**config.mk**
```make
export PLATFORM = sky130hd
export DESIGN_NAME = cph_core_power
export DESIGN_NICKNAME = d
export VERILOG_FILES = /design/src/design/cph_pkg.sv /design/src/design/cph_sync_if.sv /design/src/design/cph_sync.sv /design/src/design/cph_core_power.sv
export VERILOG_INCLUDE_DIRS = /design/src /design/src/design
export SDC_FILE = /design/constraint.sdc
export NUM_CORES = 1
export LEC_CHECK = 0
export BUFFER_PORTS_ARGS = -buffer_cell sky130_fd_sc_hd__clkbuf_2
export CORE_AREA = 2 2 84 106
export CTS_BUF_LIST = sky130_fd_sc_hd__clkbuf_16
export CTS_CLUSTER_SIZE = 25
export DETAILED_ROUTE_END_ITERATION = 12
export DIE_AREA = 0 0 86 108
export HOLD_SLACK_MARGIN = 0.05
export MAX_ROUTING_LAYER = met4
export PLACE_DENSITY = 0.67
export SETUP_SLACK_MARGIN = 0.1
export SYNTH_ARGS = -nofsm -noshare
export SYNTH_HDL_FRONTEND = slang
export SYNTH_SLANG_ARGS = --single-unit
```
**constraint.sdc**
```tcl
create_clock -name clk_i -period 3.4 [get_ports clk_i]
set_input_delay 0.51 -clock clk_i [delete_from_list [all_inputs] [get_ports clk_i]]
set_output_delay 0.51 -clock clk_i [all_outputs]
set_load 0.01 [all_outputs]
```
**src/design/cph_defs.svh**
```systemverilog
`ifndef CPH_DEFS_SVH
`define CPH_DEFS_SVH
// Number of wake request sources
`define CPH_NUM_WAKE      9
// Wake source bit positions
`define CPH_WAKE_DEC      0
`define CPH_WAKE_FIT      1
`define CPH_WAKE_WDOG     2
`define CPH_WAKE_MCHK     3
`define CPH_WAKE_PMON     4
`define CPH_WAKE_DBELL    5
`define CPH_WAKE_DBELL_CR 6
`define CPH_WAKE_GDBELL   7
`define CPH_WAKE_GDBELL_MC 8
// Timebase width and reset value
`define CPH_TB_WIDTH      64
`define CPH_TB_RESET      64'h0000000000000000
`endif

```
**src/design/cph_pkg.sv**
```systemverilog
package cph_pkg;
  `include "cph_defs.svh"
  // Activity state, one-hot
  typedef enum logic [4:0] {
    CPH_FULL_ON       = 5'b00001,
    CPH_DRAINING      = 5'b00010,
    CPH_ACTIVITY_HALTED_STATE = 5'b00100,
    CPH_BUS_IDLE_WAIT = 5'b01000,
    CPH_ACTIVITY_CLOCKS_GATED_STATE = 5'b10000
  } cph_state_t;
  typedef logic [`CPH_NUM_WAKE-1:0] cph_wake_t;
endpackage : cph_pkg

```
**src/design/cph_sync_if.sv**
```systemverilog
`timescale 1ns/100ps
// Synchronised platform requests handed to the sequencer
interface cph_sync_if;
  logic halt_req;
  logic stop_req;
  logic tb_enable;
  modport src (output halt_req, output stop_req, output tb_enable);
  modport dst (input halt_req, input stop_req, input tb_enable);
endinterface : cph_sync_if

```
**src/design/cph_sync.sv**
```systemverilog
`timescale 1ns/100ps
// Two-flop synchronisers for the platform request pins
module cph_sync
  import cph_pkg::*;
(
  // Clock and reset
  input  wire logic clk_i,
  input  wire logic reset_n_i,
  // Raw pins
  input  wire logic halt_i,
  input  wire logic stop_i,
  input  wire logic tben_i,
  // Synchronised outputs
  cph_sync_if.src   sync
);
  logic [2:0] meta_q;
  logic [2:0] sync_q;
  logic [2:0] raw;
  assign raw = {tben_i, stop_i, halt_i};
  // First stage is only read by second stage
  genvar g;
  generate
    for (g = 0; g < 3; g++)
    begin : g_ff
      always_ff @(posedge clk_i or negedge reset_n_i)
      begin
        if (!reset_n_i)
        begin
          meta_q[g] <= 1'b0;
          sync_q[g] <= 1'b0;
        end
        else
        begin
          meta_q[g] <= raw[g];
          sync_q[g] <= meta_q[g];
        end
      end
    end
  endgenerate
  assign sync.halt_req  = sync_q[0];
  assign sync.stop_req  = sync_q[1];
  assign sync.tb_enable = sync_q[2];
endmodule : cph_sync

```
**src/design/cph_core_power.sv**
```systemverilog
`timescale 1ns/100ps
// Summary of operation
// The platform raises halt to move the core from full operation to the halted state, and the core starts halting.
// The halted output rises only once the core has truly reached the halted activity state.
// Stop raised while halted moves the core to the clock-gated state, and dropping stop returns it to halted.
// The stopped output is high for exactly as long as functional clocks are gated.
// The timebase advances only while the timebase enable input is high.
// Wake request is high whenever an enabled internal asynchronous interrupt is pending.
// Wake sources are decrementer, fixed interval, watchdog, machine check, perf monitor and four doorbell kinds.
// The platform takes a transition as done only after seeing the matching acknowledgement.
// While halted or clock-gated the core ignores external interrupt requests.
// The platform watches external interrupts and the wake request while the core sleeps.
// On an interrupt request the platform drops stop and halt to bring the core back.
// The platform alone keeps power state status; the core has no such register.
// On halting the core stops fetching, drains outstanding work, and keeps clocks and snooping alive.
// On stop the core waits for the system bus to go idle, then gates clocks and asserts stopped on the same edge.
// The timebase enable governs counting in every state, independent of the handshake.
// On wake the core restores clocks and drops stopped first, then drops halted and resumes fetch.
`include "cph_defs.svh"
module cph_core_power
  import cph_pkg::*;
(
  // Clock and reset
  input  wire logic                    clk_i,
  input  wire logic                    reset_n_i,
  // Platform power requests (pins)
  input  wire logic                    halt_i,
  input  wire logic                    stop_i,
  input  wire logic                    tben_i,
  // Platform external interrupt
  input  wire logic                    ext_irq_i,
  // Core internal status, same clock
  input  wire logic                    pipe_drained_i,
  input  wire logic                    bus_idle_i,
  input  wire cph_pkg::cph_wake_t      irq_pending_i,
  input  wire cph_pkg::cph_wake_t      irq_enable_i,
  // Acknowledgements to platform
  output logic                         halted_o,
  output logic                         stopped_o,
  output logic                         wake_req_o,
  // Core-side controls
  output logic                         fetch_en_o,
  output logic                         clk_gate_en_o,
  output logic                         ext_irq_take_o,
  output logic [`CPH_TB_WIDTH-1:0]     timebase_o
);

  // ----------------------------------------
  // Request synchronisation
  // ----------------------------------------
  // Pins are async to the core clock; two flops cost two cycles of reaction time
  cph_sync_if sync ();

  cph_sync u_sync (
    .clk_i     (clk_i),
    .reset_n_i (reset_n_i),
    .halt_i    (halt_i),
    .stop_i    (stop_i),
    .tben_i    (tben_i),
    .sync      (sync)
  );

  // ----------------------------------------
  // Activity state machine
  // ----------------------------------------
  cph_state_t state_q;
  cph_state_t state_d;

  // Next state; halt has to be held for the whole halted stay
  always_comb
  begin
    state_d = state_q;
    case (state_q)
      CPH_FULL_ON:
        if (sync.halt_req)
          state_d = CPH_DRAINING;
      CPH_DRAINING:
        if (!sync.halt_req)
          state_d = CPH_FULL_ON;
        else if (pipe_drained_i)
          state_d = CPH_ACTIVITY_HALTED_STATE;
      CPH_ACTIVITY_HALTED_STATE:
        if (sync.stop_req)
          state_d = CPH_BUS_IDLE_WAIT;
        else if (!sync.halt_req)
          state_d = CPH_FULL_ON;
      CPH_BUS_IDLE_WAIT:
        if (!sync.stop_req)
          state_d = CPH_ACTIVITY_HALTED_STATE;
        else if (bus_idle_i)
          state_d = CPH_ACTIVITY_CLOCKS_GATED_STATE;
      CPH_ACTIVITY_CLOCKS_GATED_STATE:
        if (!sync.stop_req)
          state_d = CPH_ACTIVITY_HALTED_STATE;
      default:
        state_d = CPH_FULL_ON;
    endcase
  end

  always_ff @(posedge clk_i or negedge reset_n_i)
  begin
    if (!reset_n_i)
      state_q <= CPH_FULL_ON;
    else
      state_q <= state_d;
  end

  // ----------------------------------------
  // Output decode from next state
  // ----------------------------------------
  // Decoded from state_d so every output is a flop yet in step with state
  wire in_halted_d  = (state_d == CPH_ACTIVITY_HALTED_STATE) ||
                      (state_d == CPH_BUS_IDLE_WAIT) ||
                      (state_d == CPH_ACTIVITY_CLOCKS_GATED_STATE);
  wire in_gated_d   = (state_d == CPH_ACTIVITY_CLOCKS_GATED_STATE);
  wire fetch_d      = (state_d == CPH_FULL_ON);
  wire wake_d       = |(irq_pending_i & irq_enable_i);
  wire irq_take_d   = ext_irq_i && fetch_d;

  // Acknowledge and control flops
  always_ff @(posedge clk_i or negedge reset_n_i)
  begin
    if (!reset_n_i)
    begin
      halted_o       <= 1'b0;
      stopped_o      <= 1'b0;
      wake_req_o     <= 1'b0;
      fetch_en_o     <= 1'b1;
      clk_gate_en_o  <= 1'b0;
      ext_irq_take_o <= 1'b0;
    end
    else
    begin
      halted_o       <= in_halted_d;
      stopped_o      <= in_gated_d;
      clk_gate_en_o  <= in_gated_d;
      fetch_en_o     <= fetch_d;
      wake_req_o     <= wake_d;
      ext_irq_take_o <= irq_take_d;
    end
  end

  // ----------------------------------------
  // Timebase
  // ----------------------------------------
  // Gated only by the enable, not by the activity state
  always_ff @(posedge clk_i or negedge reset_n_i)
  begin
    if (!reset_n_i)
      timebase_o <= `CPH_TB_RESET;
    else if (sync.tb_enable)
      timebase_o <= timebase_o + `CPH_TB_WIDTH'(1);
  end
endmodule : cph_core_power

```
Word level (Yosys, flattened, before mapping). Index checks and enable logic that the tools add are counted.

Logic and storage cells: 37. Memory bits (writable): 0. Memories: 0. Bits in registers: 80. Bits in latches: 0. Output and inout bits: 70. ROM bits: 0. Bits of input ports: 26.

$mul: 0. Divide/modulo/power cells: 0. Muxes and demuxes: 9. Bitwise logic cells: 1. Add/subtract/negate cells: 1. Shift operators: 0. Eq/ne operators: 9. Reductions and logical operators: 4. $lt $le $gt $ge: 0.

Operators with widths (number): $add 64x1->64 const B (1); $mux 5 (8); $pmux 5 s5 (1); $eq 5x1->1 const B (2); $eq 5x3->1 const B (2); $eq 5x4->1 const B (2); $eq 5x5->1 const B (2); $and 9x9->9 (1); $reduce_or 9->1 (1); $eq 5x2->1 const B (1); $logic_or 1x1->1 (2); $logic_and 1x1->1 (1).

Depth between registers and ports, before layout. Gate-level depths: netlist of run 1.

Word-level depth: 6. Depth in mapped cells: 7. Gate-level depth less buffers: 6.

Modules after synthesis. From an unflattened synthesis of run 1, not the netlist that was laid out.

Cells, all modules: 319. Area, all modules: 3606.0 sq um.

Modules (own cells, without submodules): cph_core_power (instances 1, sequential area each 1854.3 sq um, cells an instance 313, area an instance 3455.8 sq um); cph_sync (instances 1, sequential area each 150.1 sq um, cells an instance 6, area an instance 150.1 sq um).

Least setup slack after synthesis of run 1. OpenSTA, ideal clock, no wires.

Kind: register to register. Start: reg timebase_o[3]. End: reg timebase_o[35]. Required time: 3274 ps. Clock period less this slack: 1894 ps. Setup time: 126 ps. Path buffers: 0. Slack: 1506 ps. Data arrival time: 1768 ps. Stages on the path, launching flop included: 6. Cells stage by stage: dfrtp_1 -> nand4_2 -> nor4_4 -> nand3_2 -> or4_4 -> xnor2_2.

Longest elaborated chain between the ends: 1.

Ends and longest elaborated chain: start: declaration (line cph_core_power.sv:45) `` output logic [`CPH_TB_WIDTH-1:0] timebase_o ``; start signal: assignment (line cph_core_power.sv:150) `` timebase_o <= `CPH_TB_RESET; ``; start signal: assignment (line cph_core_power.sv:152) `` timebase_o <= timebase_o + `CPH_TB_WIDTH'(1); ``; $add 64x1->64 (line cph_core_power.sv:152).

Every way passes these cells. A chain may end at the register's enable or synchronous reset.

Worst setup path in the final report of run 1.
Start: reg timebase_o[3]. End: reg timebase_o[44].

Same word-level chain as after synthesis.

==> results.sh, run 1 <==
export IMPL_area_delta_synth_final_pct=22.4
export IMPL_synth_compound_gate_area_share=0.0350
export IMPL_post_cts_buffers=0
export IMPL_clock_latency_ns=0.34
export IMPL_grt_max_degree=81
export IMPL_rows=37
export IMPL_numCtsBuffers=9
export IMPL_worst_setup_path_start_kind="flop"
export IMPL_die_area_sq_mm=0.00929
export IMPL_syn_avg_cell_area_sq_um=11.3
export IMPL_async_reset_ff_frac=1.00
export IMPL_crit_buf_inv=0
export IMPL_dp_hpwl_microns=5520
export IMPL_p_per_area_mw_per_mm2=498
export IMPL_tritoncts="built"
export IMPL_ys_seq_elements=80
export IMPL_path_cells="nand4_2 -> nor4_4 -> and4_1 -> nand4_1 -> xnor2_1"
export IMPL_end_kind="flop"
export IMPL_ys_warn_count=0
export IMPL_r2r_start="timebase_o[3]"
export IMPL_min_period_ns=2.12
export IMPL_drt_wl_total_microns=7560
export IMPL_fin_crit_sh=0.624
export IMPL_cp_required_ns=3.62
export IMPL_hold_violations=0
export IMPL_syn_num_nets=346
export IMPL_power_leakage_nw=2.22
export IMPL_arrival_ns=2.34
export IMPL_grt_ovfl_total=0
export IMPL_drt_iter0_markers=106
export IMPL_seq_area_frac_synth=0.556
export IMPL_die_x_microns=86
export IMPL_finalClockSkew_ns=0.00611
export IMPL_ant_nets=0
export IMPL_drc=0
export IMPL_synth_top_family_by_area="simple AND/OR/NAND/NOR gates"
export IMPL_crit_type="reg2reg"
export IMPL_track_usage=0.180
export IMPL_placed_cell_area_sq_mm=0.00416
export IMPL_yosys_area_share_simple=0.222
export IMPL_path_delay_family="simple AND/OR/NAND/NOR gates"
export IMPL_htree_levels=3
export IMPL_mostFrequentLayoutCells="clkbuf_2, dfrtp_1, xnor2_1"
export IMPL_critPathMaxFanout=14
export IMPL_core_sq_mm=0.00819
export IMPL_io_pins=96
export IMPL_rsz0062_at_grt="no"
export IMPL_synthAdderAreaFrac=0.00347
export IMPL_slowest_stage="and4_1"
export IMPL_ctsResizeCount=0
export IMPL_wl_per_cell_microns=14.6
export IMPL_max_stage_delay_ns=0.56
export IMPL_slew_headroom=0.345
export IMPL_drtPass1Iterations=4
export IMPL_drv_cap=0
export IMPL_peakVddDrop_mv=0.253
export IMPL_setup_violations_final=0
export IMPL_finalMaxSlewViolations=0
export IMPL_synthMuxAreaShare=0.00590
export IMPL_synth_edf_count=0
export IMPL_worstMarginPinSlew_ns=0.983
export IMPL_synth_xor_xnor_area_share=0.158
export IMPL_min_delay_start="halt_i"
export IMPL_cts_hold_buf=0
export IMPL_route_vias_total=2722
export IMPL_synth_cells=319
export IMPL_cts_buffer_depth=2
export IMPL_clk_pin_slew_ns=0.06
export IMPL_antenna_found_initial=0
export IMPL_ys_types=47
export IMPL_place_congestion=0.803
export IMPL_synth_flop_cell="dfrtp_1"
export IMPL_fin_setup_tns_ns=0
export IMPL_fmax_mhz=472
export IMPL_die_y_microns=108
export IMPL_synthesis_area_sq_mm=0.00361
export IMPL_root_buffer="clkbuf_16"
export IMPL_cts_sinks=80
export IMPL_drive_above_1_share=0.282
export IMPL_hp_class="in2reg"
export IMPL_layout_commonest_cell="clkbuf_2"
export IMPL_via_per_inst=5.24
export IMPL_critPathLaunch="timebase_o[3]"
export IMPL_antenna_cells=0
export IMPL_start_util=0.440
export IMPL_status="finished clean"
export IMPL_grt_pass1_wl_microns=12600
export IMPL_fin_nets=444
export IMPL_io_buffers=95
export IMPL_design_area_sq_mm=0.00441
export IMPL_grt_pass1_vias=2673
-- worst paths after layout --
path | to | slack (ns) | cells after the start
max | timebase_o[44] | 1.28 | 5
min | u_sync.meta_q[0] | 0.28 | 1
max reg2reg | timebase_o[44] | 1.28 | 5
min reg2reg | u_sync.sync.tb_enable | 0.35 | 0
max in group asynchronous | timebase_o[30] | 2.43 | 1
min in group asynchronous | timebase_o[4] | 0.34 | 1
-- cell families (layout without fill, tap and decap cells) --
group | Yosys count | in the layout
compound gates | 17 | 17
xor+xnor | 64 | 64
fa+ha+maj | 1 | 1
buf+inv | 14 | 117
flops | 80 | 80
mux | 2 | 2
simple gates | 141 | 141
-- flip-flops by register name (all words and copies together), names as in the netlist --
| signal | cells |
|---|---|
| u_sync.meta_q | 3 |
| u_sync.sync.stop_req | 1 |
| halted_o | 1 |
| u_sync.sync.halt_req | 1 |
| wake_req_o | 1 |
| state_q | 5 |
| ext_irq_take_o | 1 |
| timebase_o | 64 |
| clk_gate_en_o | 1 |
| fetch_en_o | 1 |
| u_sync.sync.tb_enable | 1 |
-- where the power goes --
group          leakage [nW]  internal (mW)  switching (mW)  total, mW
clock                 0.147          0.476           0.347      0.823
sequential             1.08           1.03          0.0817       1.11
combinational         0.993          0.121           0.140      0.261
-- routing by layer --
layer	part of all wire	track usage	vias to the layer above
met1	0.42	0.214	1326
met3	0.064	0.0611	9
met2	0.50	0.280	74
met5	0	-	-
li1	-	-	1313
met4	0.018	0.0794	0
-- cells in the mapped netlist (all sizes together) (3+ instances only) --
cell type	count	area share
xor2	21	0.051
xnor2	43	0.11
nor2b	4	0.0069
clkbuf	3	0.0031
and4	6	0.015
nand3	28	0.040
nor3	13	0.023
buf	6	0.011
and3	13	0.023
nor4	5	0.015
nand4	22	0.040
nor2	15	0.016
inv	5	0.0052
and2	4	0.0069
dfrtp	78	0.54
o21ai	3	0.0042
nand2	26	0.028
-- through the flow --
| stage | total power, mW | hold WS [ns] | setup slack (ns) | cells | utilization |
|---|---|---|---|---|---|
| after floorplan | 1.27 | 0.214 | 1.51 | 319 | - |
| after global placement | 1.39 | 0.337 | 1.30 | 503 | 0.508 |
| after detailed placement | 1.40 | 0.340 | 1.25 | 503 | 0.508 |
| after CTS | 2.23 | 0.267 | 1.23 | 519 | 0.539 |
| after global routing | 2.32 | 0.262 | 1.07 | 519 | 0.539 |
| final | 2.20 | 0.278 | 1.28 | 519 | 0.539 |
-- area by class of cell --
| cell class | count | area [sq um] |
|---|---|---|
| fill | 719 | 3780 |
| sequential | 80 | 2000 |
| multi-input combinational | 225 | 1530 |
| timing repair buffer | 96 | 485 |
| clock buffer | 9 | 225 |
| tap | 97 | 121 |
| clock inverter | 7 | 27.5 |
| inverter | 5 | 18.8 |
No activity file was read; power rests on OpenSTA's default activity.
==> run 2: changes to the inputs <==
- PLACE_DENSITY: 0.67 -> 0.7
- clock period: 3.4 -> 1.8 ns (I/O delays scaled with it)
==> run 2 against run 1 <==
The run now ends with negative setup slack left; power up 110%; final cell count up 16%; count of clock-buffer cells in the layout is the same; setup slack worse by 1.3 ns; clock skew down 0.0025 ns; final area is 23% higher; first-iteration DRC count up 69%; die area did not move; via count rose by 15%; maximum frequency up 18%; sequential power rose by 87%; critical endpoint is now timebase_o[35]; largest power group unchanged.
==> results.sh, run 2 (same netlist as run 1, synthesis figures left out) <==
export IMPL_status="finished, violations left"
export IMPL_violations="negative setup slack"
export IMPL_layout_commonest_cell="clkbuf_2"
export IMPL_fin_nets=527
export IMPL_layout_setup_ws_ns=-0.00422
export IMPL_setup_violations_final=1
export IMPL_p_per_area_mw_per_mm2=847
export IMPL_total_power_mw=4.58
export IMPL_die_x_microns=86
export IMPL_slowest_stage="or4_4"
export IMPL_whs_ns=0.161
export IMPL_critPathMaxFanout=5
export IMPL_antenna_found_initial=0
export IMPL_peakVddDrop_mv=0.618
export IMPL_track_usage=0.205
export IMPL_grt_ovfl_total=0
export IMPL_seq_power_share=0.454
export IMPL_ant_nets=0
export IMPL_drive_above_1_share=0.493
export IMPL_drv_cap=0
export IMPL_utilization=0.661
export IMPL_die_area_sq_mm=0.00929
export IMPL_arrival_ns=2.02
export IMPL_post_place_ws_ns=-0.00839
export IMPL_pwr_share_clk=0.377
export IMPL_core_sq_mm=0.00819
export IMPL_drt_wl_total_microns=8980
export IMPL_grt_pass1_wl_microns=14400
export IMPL_start_util=0.440
export IMPL_place_congestion=0.855
export IMPL_via_per_inst=5.21
export IMPL_cts_sinks=80
export IMPL_largest_reg_flops=64
export IMPL_rsz0062_at_grt="yes"
export IMPL_hp_class="in2reg"
export IMPL_fin_setup_tns_ns=-0.00422
export IMPL_antenna_cells=0
export IMPL_regMostFlops="timebase_o"
export IMPL_crit_type="reg2reg"
export IMPL_hold_violations=0
export IMPL_mostFrequentLayoutCells="clkbuf_2, buf_4, dfrtp_1"
export IMPL_p_int_mw=3.39
export IMPL_grt_max_degree=35
export IMPL_power_leakage_nw=2.76
export IMPL_worst_setup_path_start_kind="flop"
export IMPL_io_pins=96
export IMPL_drtPass1Iterations=5
export IMPL_p_sw_frac=0.260
export IMPL_tritoncts="built"
export IMPL_clock_latency_ns=0.34
export IMPL_p_switching_mw=1.19
export IMPL_cp_required_ns=2.02
export IMPL_htree_levels=3
export IMPL_drt_iter0_markers=179
export IMPL_grt_pass1_vias=3105
export IMPL_slew_headroom=0.732
export IMPL_reg_largest_list="timebase_o (64), state_q (5), u_sync.meta_q (3)"
export IMPL_clk_pin_slew_ns=0.06
export IMPL_cts_buffer_depth=2
export IMPL_rows=37
export IMPL_area_delta_synth_final_pct=50.1
export IMPL_finalMaxSlewViolations=0
export IMPL_path_cells="nand4_1 -> nor4_4 -> nand3_2 -> or4_4 -> xnor2_2"
export IMPL_dp_hpwl_microns=6300
export IMPL_fill_cells=630
export IMPL_max_stage_delay_ns=0.46
export IMPL_die_y_microns=108
export IMPL_fin_crit_sh=1.00
export IMPL_finalClockSkew_ns=0.00357
export IMPL_numCtsBuffers=9
export IMPL_seq_area_sq_mm=0.00201
export IMPL_min_period_ns=1.80
export IMPL_multi_input_area_sq_mm=0.00179
export IMPL_drc=0
export IMPL_worstMarginPinSlew_ns=0.402
export IMPL_route_vias_total=3136
export IMPL_io_buffers=95
export IMPL_wl_per_cell_microns=14.9
export IMPL_root_buffer="clkbuf_16"
export IMPL_pwr_share_comb=0.169
export IMPL_end_kind="flop"
export IMPL_fmax_mhz=554
## run 2: cell types whose count changed in the layout (fill, tap and decap cells not counted), moves of 7 or more
cell	delta
dfrtp_2	+8
dfrtp_1	-8
buf_4	+72
nand3_1	-13
nand3_2	+11
nor3_1	-7
## run 2: path summary, 6_finish.rpt
check | cells after the start | endpoint | slack [ns] | startpoint
worst max register to register | 5 | timebase_o[35] | -0.004 | timebase_o[17]
worst min-delay path | 3 | wake_req_o | 0.16 | irq_enable_i[4]
worst min register to register | 0 | u_sync.sync.stop_req | 0.35 | u_sync.meta_q[1]
max in group asynchronous | 3 | timebase_o[62] | 0.82 | reset_n_i
min in group asynchronous | 2 | timebase_o[0] | 0.41 | reset_n_i
worst max-delay path | 5 | timebase_o[35] | -0.004 | timebase_o[17]
## run 2: final cells by class
cell class,instances,share of cell area
inverters,5,0.00347
clock buffers,9,0.0416
repair buffers,179,0.219
flip-flops and latches,80,0.372
clock inverters,7,0.0104
well taps,97,0.0224
multi-input cells,225,0.331
## run 2: repair_timing
item	in CTS	in global routing
endpoints found under the hold margin	31	0
pin swaps	10	19
resized for setup	16	25
setup buffers	7	20
hold buffers	4	0
endpoints found under the setup margin	30	46
gates cloned	0	0
## run 2: critical path: cells and delay by family (launching register included)
family           cells  cell delay [ns]
XOR/XNOR             1             0.15
flip-flops           1             0.34
AND/OR/NAND/NOR      4             1.20
## run 2: power groups by stage
stage / Combinational, mW / Clock, mW / Sequential [mW]
floorplan: 0.249 / 0 / 2.16
global route: 0.847 / 1.85 / 2.09
finish: 0.773 / 1.73 / 2.08
detailed placement: 0.666 / 0 / 2.10
CTS: 0.698 / 1.77 / 2.07
global placement: 0.644 / 0 / 2.09
## run 2: metrics by stage
step / cell area, sq um / cells
floorplan: 3720 / 319
global route: 5410 / 602
finish: 5410 / 602
CTS: 5130 / 582
global placement: 4680 / 555
detailed placement: 4680 / 555
## run 2: per-layer routing
layer | GRT usage | routed length (microns)
met1 | 0.248 | 3580
met5 | - | 0
met4 | 0.0873 | 212
met2 | 0.333 | 4740
met3 | 0.0435 | 449
==> run 3: changes to the inputs <==
- CORE_AREA: 2 2 84 106 -> 2 2 82 103
- DIE_AREA: 0 0 86 108 -> 0 0 84 105
- PLACE_DENSITY: 0.7 -> 0.73
==> run 3 against run 2 <==
The run now ends clean; count of clock-buffer cells in the layout unchanged; non-clock buffer count decreased by 5; first-iteration DRC count increased by 11%; sequential power about the same; maximum frequency increased by 2.2%; clock skew about the same; wire length increased by 2.7%; setup slack improved by 0.039 ns; sequential share of layout area decreased by 0.27 points; core utilization increased by 3.9 points; highest routed layer unchanged; clock power decreased by 8%.
==> results.sh, run 3 (same netlist as run 1, synthesis figures left out) <==
export IMPL_worst_setup_path_start_kind="flop"
export IMPL_dp_hpwl_microns=6110
export IMPL_max_stage_delay_ns=0.39
export IMPL_hold_violations=0
export IMPL_core_sq_mm=0.00779
export IMPL_finalMaxSlewViolations=0
export IMPL_antenna_cells=0
export IMPL_worst_r2r_endpoint="timebase_o[44]"
export IMPL_io_pins=96
export IMPL_grt_max_degree=81
export IMPL_io_buffers=95
export IMPL_grt_ovfl_total=0
export IMPL_path_cells="ha_2 -> nand3_4 -> nor3_4 -> buf_4 -> buf_4 -> buf_8 -> nand4_1 -> xnor2_1"
export IMPL_drtPass1Iterations=4
export IMPL_critPathCapture="timebase_o[44]"
export IMPL_track_usage=0.210
export IMPL_reg_largest_list="timebase_o (64), state_q (5), u_sync.meta_q (3)"
export IMPL_area_delta_synth_final_pct=51.1
export IMPL_htree_levels=3
export IMPL_path_delay_family="simple AND/OR/NAND/NOR gates"
export IMPL_hp_class="in2reg"
export IMPL_cts_sinks=80
export IMPL_die_area_sq_mm=0.00882
export IMPL_p_per_area_mw_per_mm2=822
export IMPL_end_kind="flop"
export IMPL_setup_violations_final=0
export IMPL_start_util=0.463
export IMPL_mostFrequentLayoutCells="clkbuf_2, dfrtp_1, buf_4"
export IMPL_drc=0
export IMPL_layoutNonFillerInstCount=595
export IMPL_reg2reg_slack_ns=0.03
export IMPL_cp_required_ns=2.04
export IMPL_cts_buffer_depth=2
export IMPL_dp_cells=551
export IMPL_drv_cap=0
export IMPL_r2r_cells=8
export IMPL_fin_crit_sh=0.981
export IMPL_cp_common_cell="buf_4"
export IMPL_numCtsBuffers=9
export IMPL_rows=36
export IMPL_finalClockSkew_ns=0.00397
export IMPL_antenna_found_initial=0
export IMPL_tritoncts="built"
export IMPL_drive_above_1_share=0.486
export IMPL_clock_latency_ns=0.34
export IMPL_layout_commonest_cell="clkbuf_2"
export IMPL_drt_wl_total_microns=9230
export IMPL_fmax_mhz=567
export IMPL_crit_buf_inv=3
export IMPL_critPathLaunch="timebase_o[1]"
export IMPL_via_per_inst=5.31
export IMPL_fill_cells=574
export IMPL_crit_type="reg2reg"
export IMPL_drt_iter0_markers=199
export IMPL_fin_setup_tns_ns=0
export IMPL_slowest_stage="dfrtp_1"
export IMPL_ant_nets=0
export IMPL_total_power_mw=4.48
export IMPL_whs_ns=0.166
export IMPL_rsz0062_at_grt="yes"
export IMPL_largest_reg_flops=64
export IMPL_power_leakage_nw=2.82
export IMPL_grt_pass1_vias=3057
export IMPL_crit_cells=8
export IMPL_root_buffer="clkbuf_16"
export IMPL_peakVddDrop_mv=1.03
export IMPL_min_period_ns=1.77
export IMPL_wl_per_cell_microns=15.5
export IMPL_critPathMaxFanout=7
export IMPL_clk_pin_slew_ns=0.06
export IMPL_grt_pass1_wl_microns=14400
export IMPL_route_vias_total=3157
export IMPL_r2r_start="timebase_o[1]"
export IMPL_status="finished clean"
export IMPL_slew_headroom=0.722
export IMPL_place_congestion=0.775
export IMPL_worstMarginPinSlew_ns=0.411
export IMPL_arrival_ns=2.01
export IMPL_die_x_microns=84
export IMPL_fin_nets=522
export IMPL_regMostFlops="timebase_o"
export IMPL_die_y_microns=105
-- run 3: cell count changes in the layout (fill, tap and decap cells not counted), sizes merged --
cell      change
clkinv        +1
clkinvlp      +1
buf           -6
clkbuf        +1
inv           -1
bufinv        -1
-- run 3: report_power, final --
part	total, mW	leakage [nW]	switching (mW)	internal [mW]
logic	0.793	1.63	0.382	0.411
clock network	1.59	0.130	0.686	0.905
registers	2.09	1.07	0.144	1.95
total	4.48	2.82	1.21	3.27
-- run 3: how the worst min path moves through the flow --
| stage | from | end | slack [ns] | depth (start not counted) |
|---|---|---|---|---|
| after global routing | ext_irq_i | ext_irq_take_o | 0.18 | 2 |
| final | irq_enable_i[4] | wake_req_o | 0.17 | 3 |
| after global placement | reset_n_i | u_sync.meta_q[2] | 0.32 | 2 |
| after detailed placement | reset_n_i | u_sync.meta_q[2] | 0.33 | 2 |
| after CTS | ext_irq_i | ext_irq_take_o | 0.13 | 2 |
| after floorplan | reset_n_i | clk_gate_en_o | -0.03 | 0 |
-- run 3: repair_timing --
action,CTS,global route
endpoints found under the hold margin,81,0
setup buffers,12,11
pin swaps,14,39
gates resized for setup,14,45
cloned,0,1
hold buffers,4,0
endpoints found under the setup margin,37,44
-- run 3: worst reg2reg max path: cells and delay by family (launching register included) --
family	cells	cell delay, ns
adders and majority gates	1	0.22
and+or+nand+nor	3	0.46
xor gates and xnor gates	1	0.22
DFF	1	0.39
buffers and inverters	3	0.38
-- run 3: layout make-up --
| type | count | area [sq um] | area share |
|---|---|---|---|
| tap | 95 | 119 | 0.0218 |
| clock buffer | 9 | 225 | 0.0413 |
| multi-input combinational | 225 | 1870 | 0.344 |
| clock inverter | 7 | 31.3 | 0.00574 |
| inverter | 5 | 18.8 | 0.00344 |
| timing repair buffer | 174 | 1170 | 0.215 |
| sequential | 80 | 2010 | 0.369 |
-- run 3: metal layers --
metal,track usage,up-vias,part of all wire
li1,-,1483,-
met1,0.248,1578,0.40
met2,0.353,82,0.54
met3,0.0308,14,0.036
met4,0.103,0,0.020
met5,-,-,0
-- run 3: stage by stage --
stage / utilization / cell area, sq um / setup slack [ns]
after floorplan: - / 3720 / -0.0665
after CTS: 0.657 / 5120 / 0.0709
after global placement: 0.598 / 4660 / 0.00431
after detailed placement: 0.598 / 4660 / -0.0381
final: 0.699 / 5450 / 0.0348
after global routing: 0.699 / 5450 / -0.0696
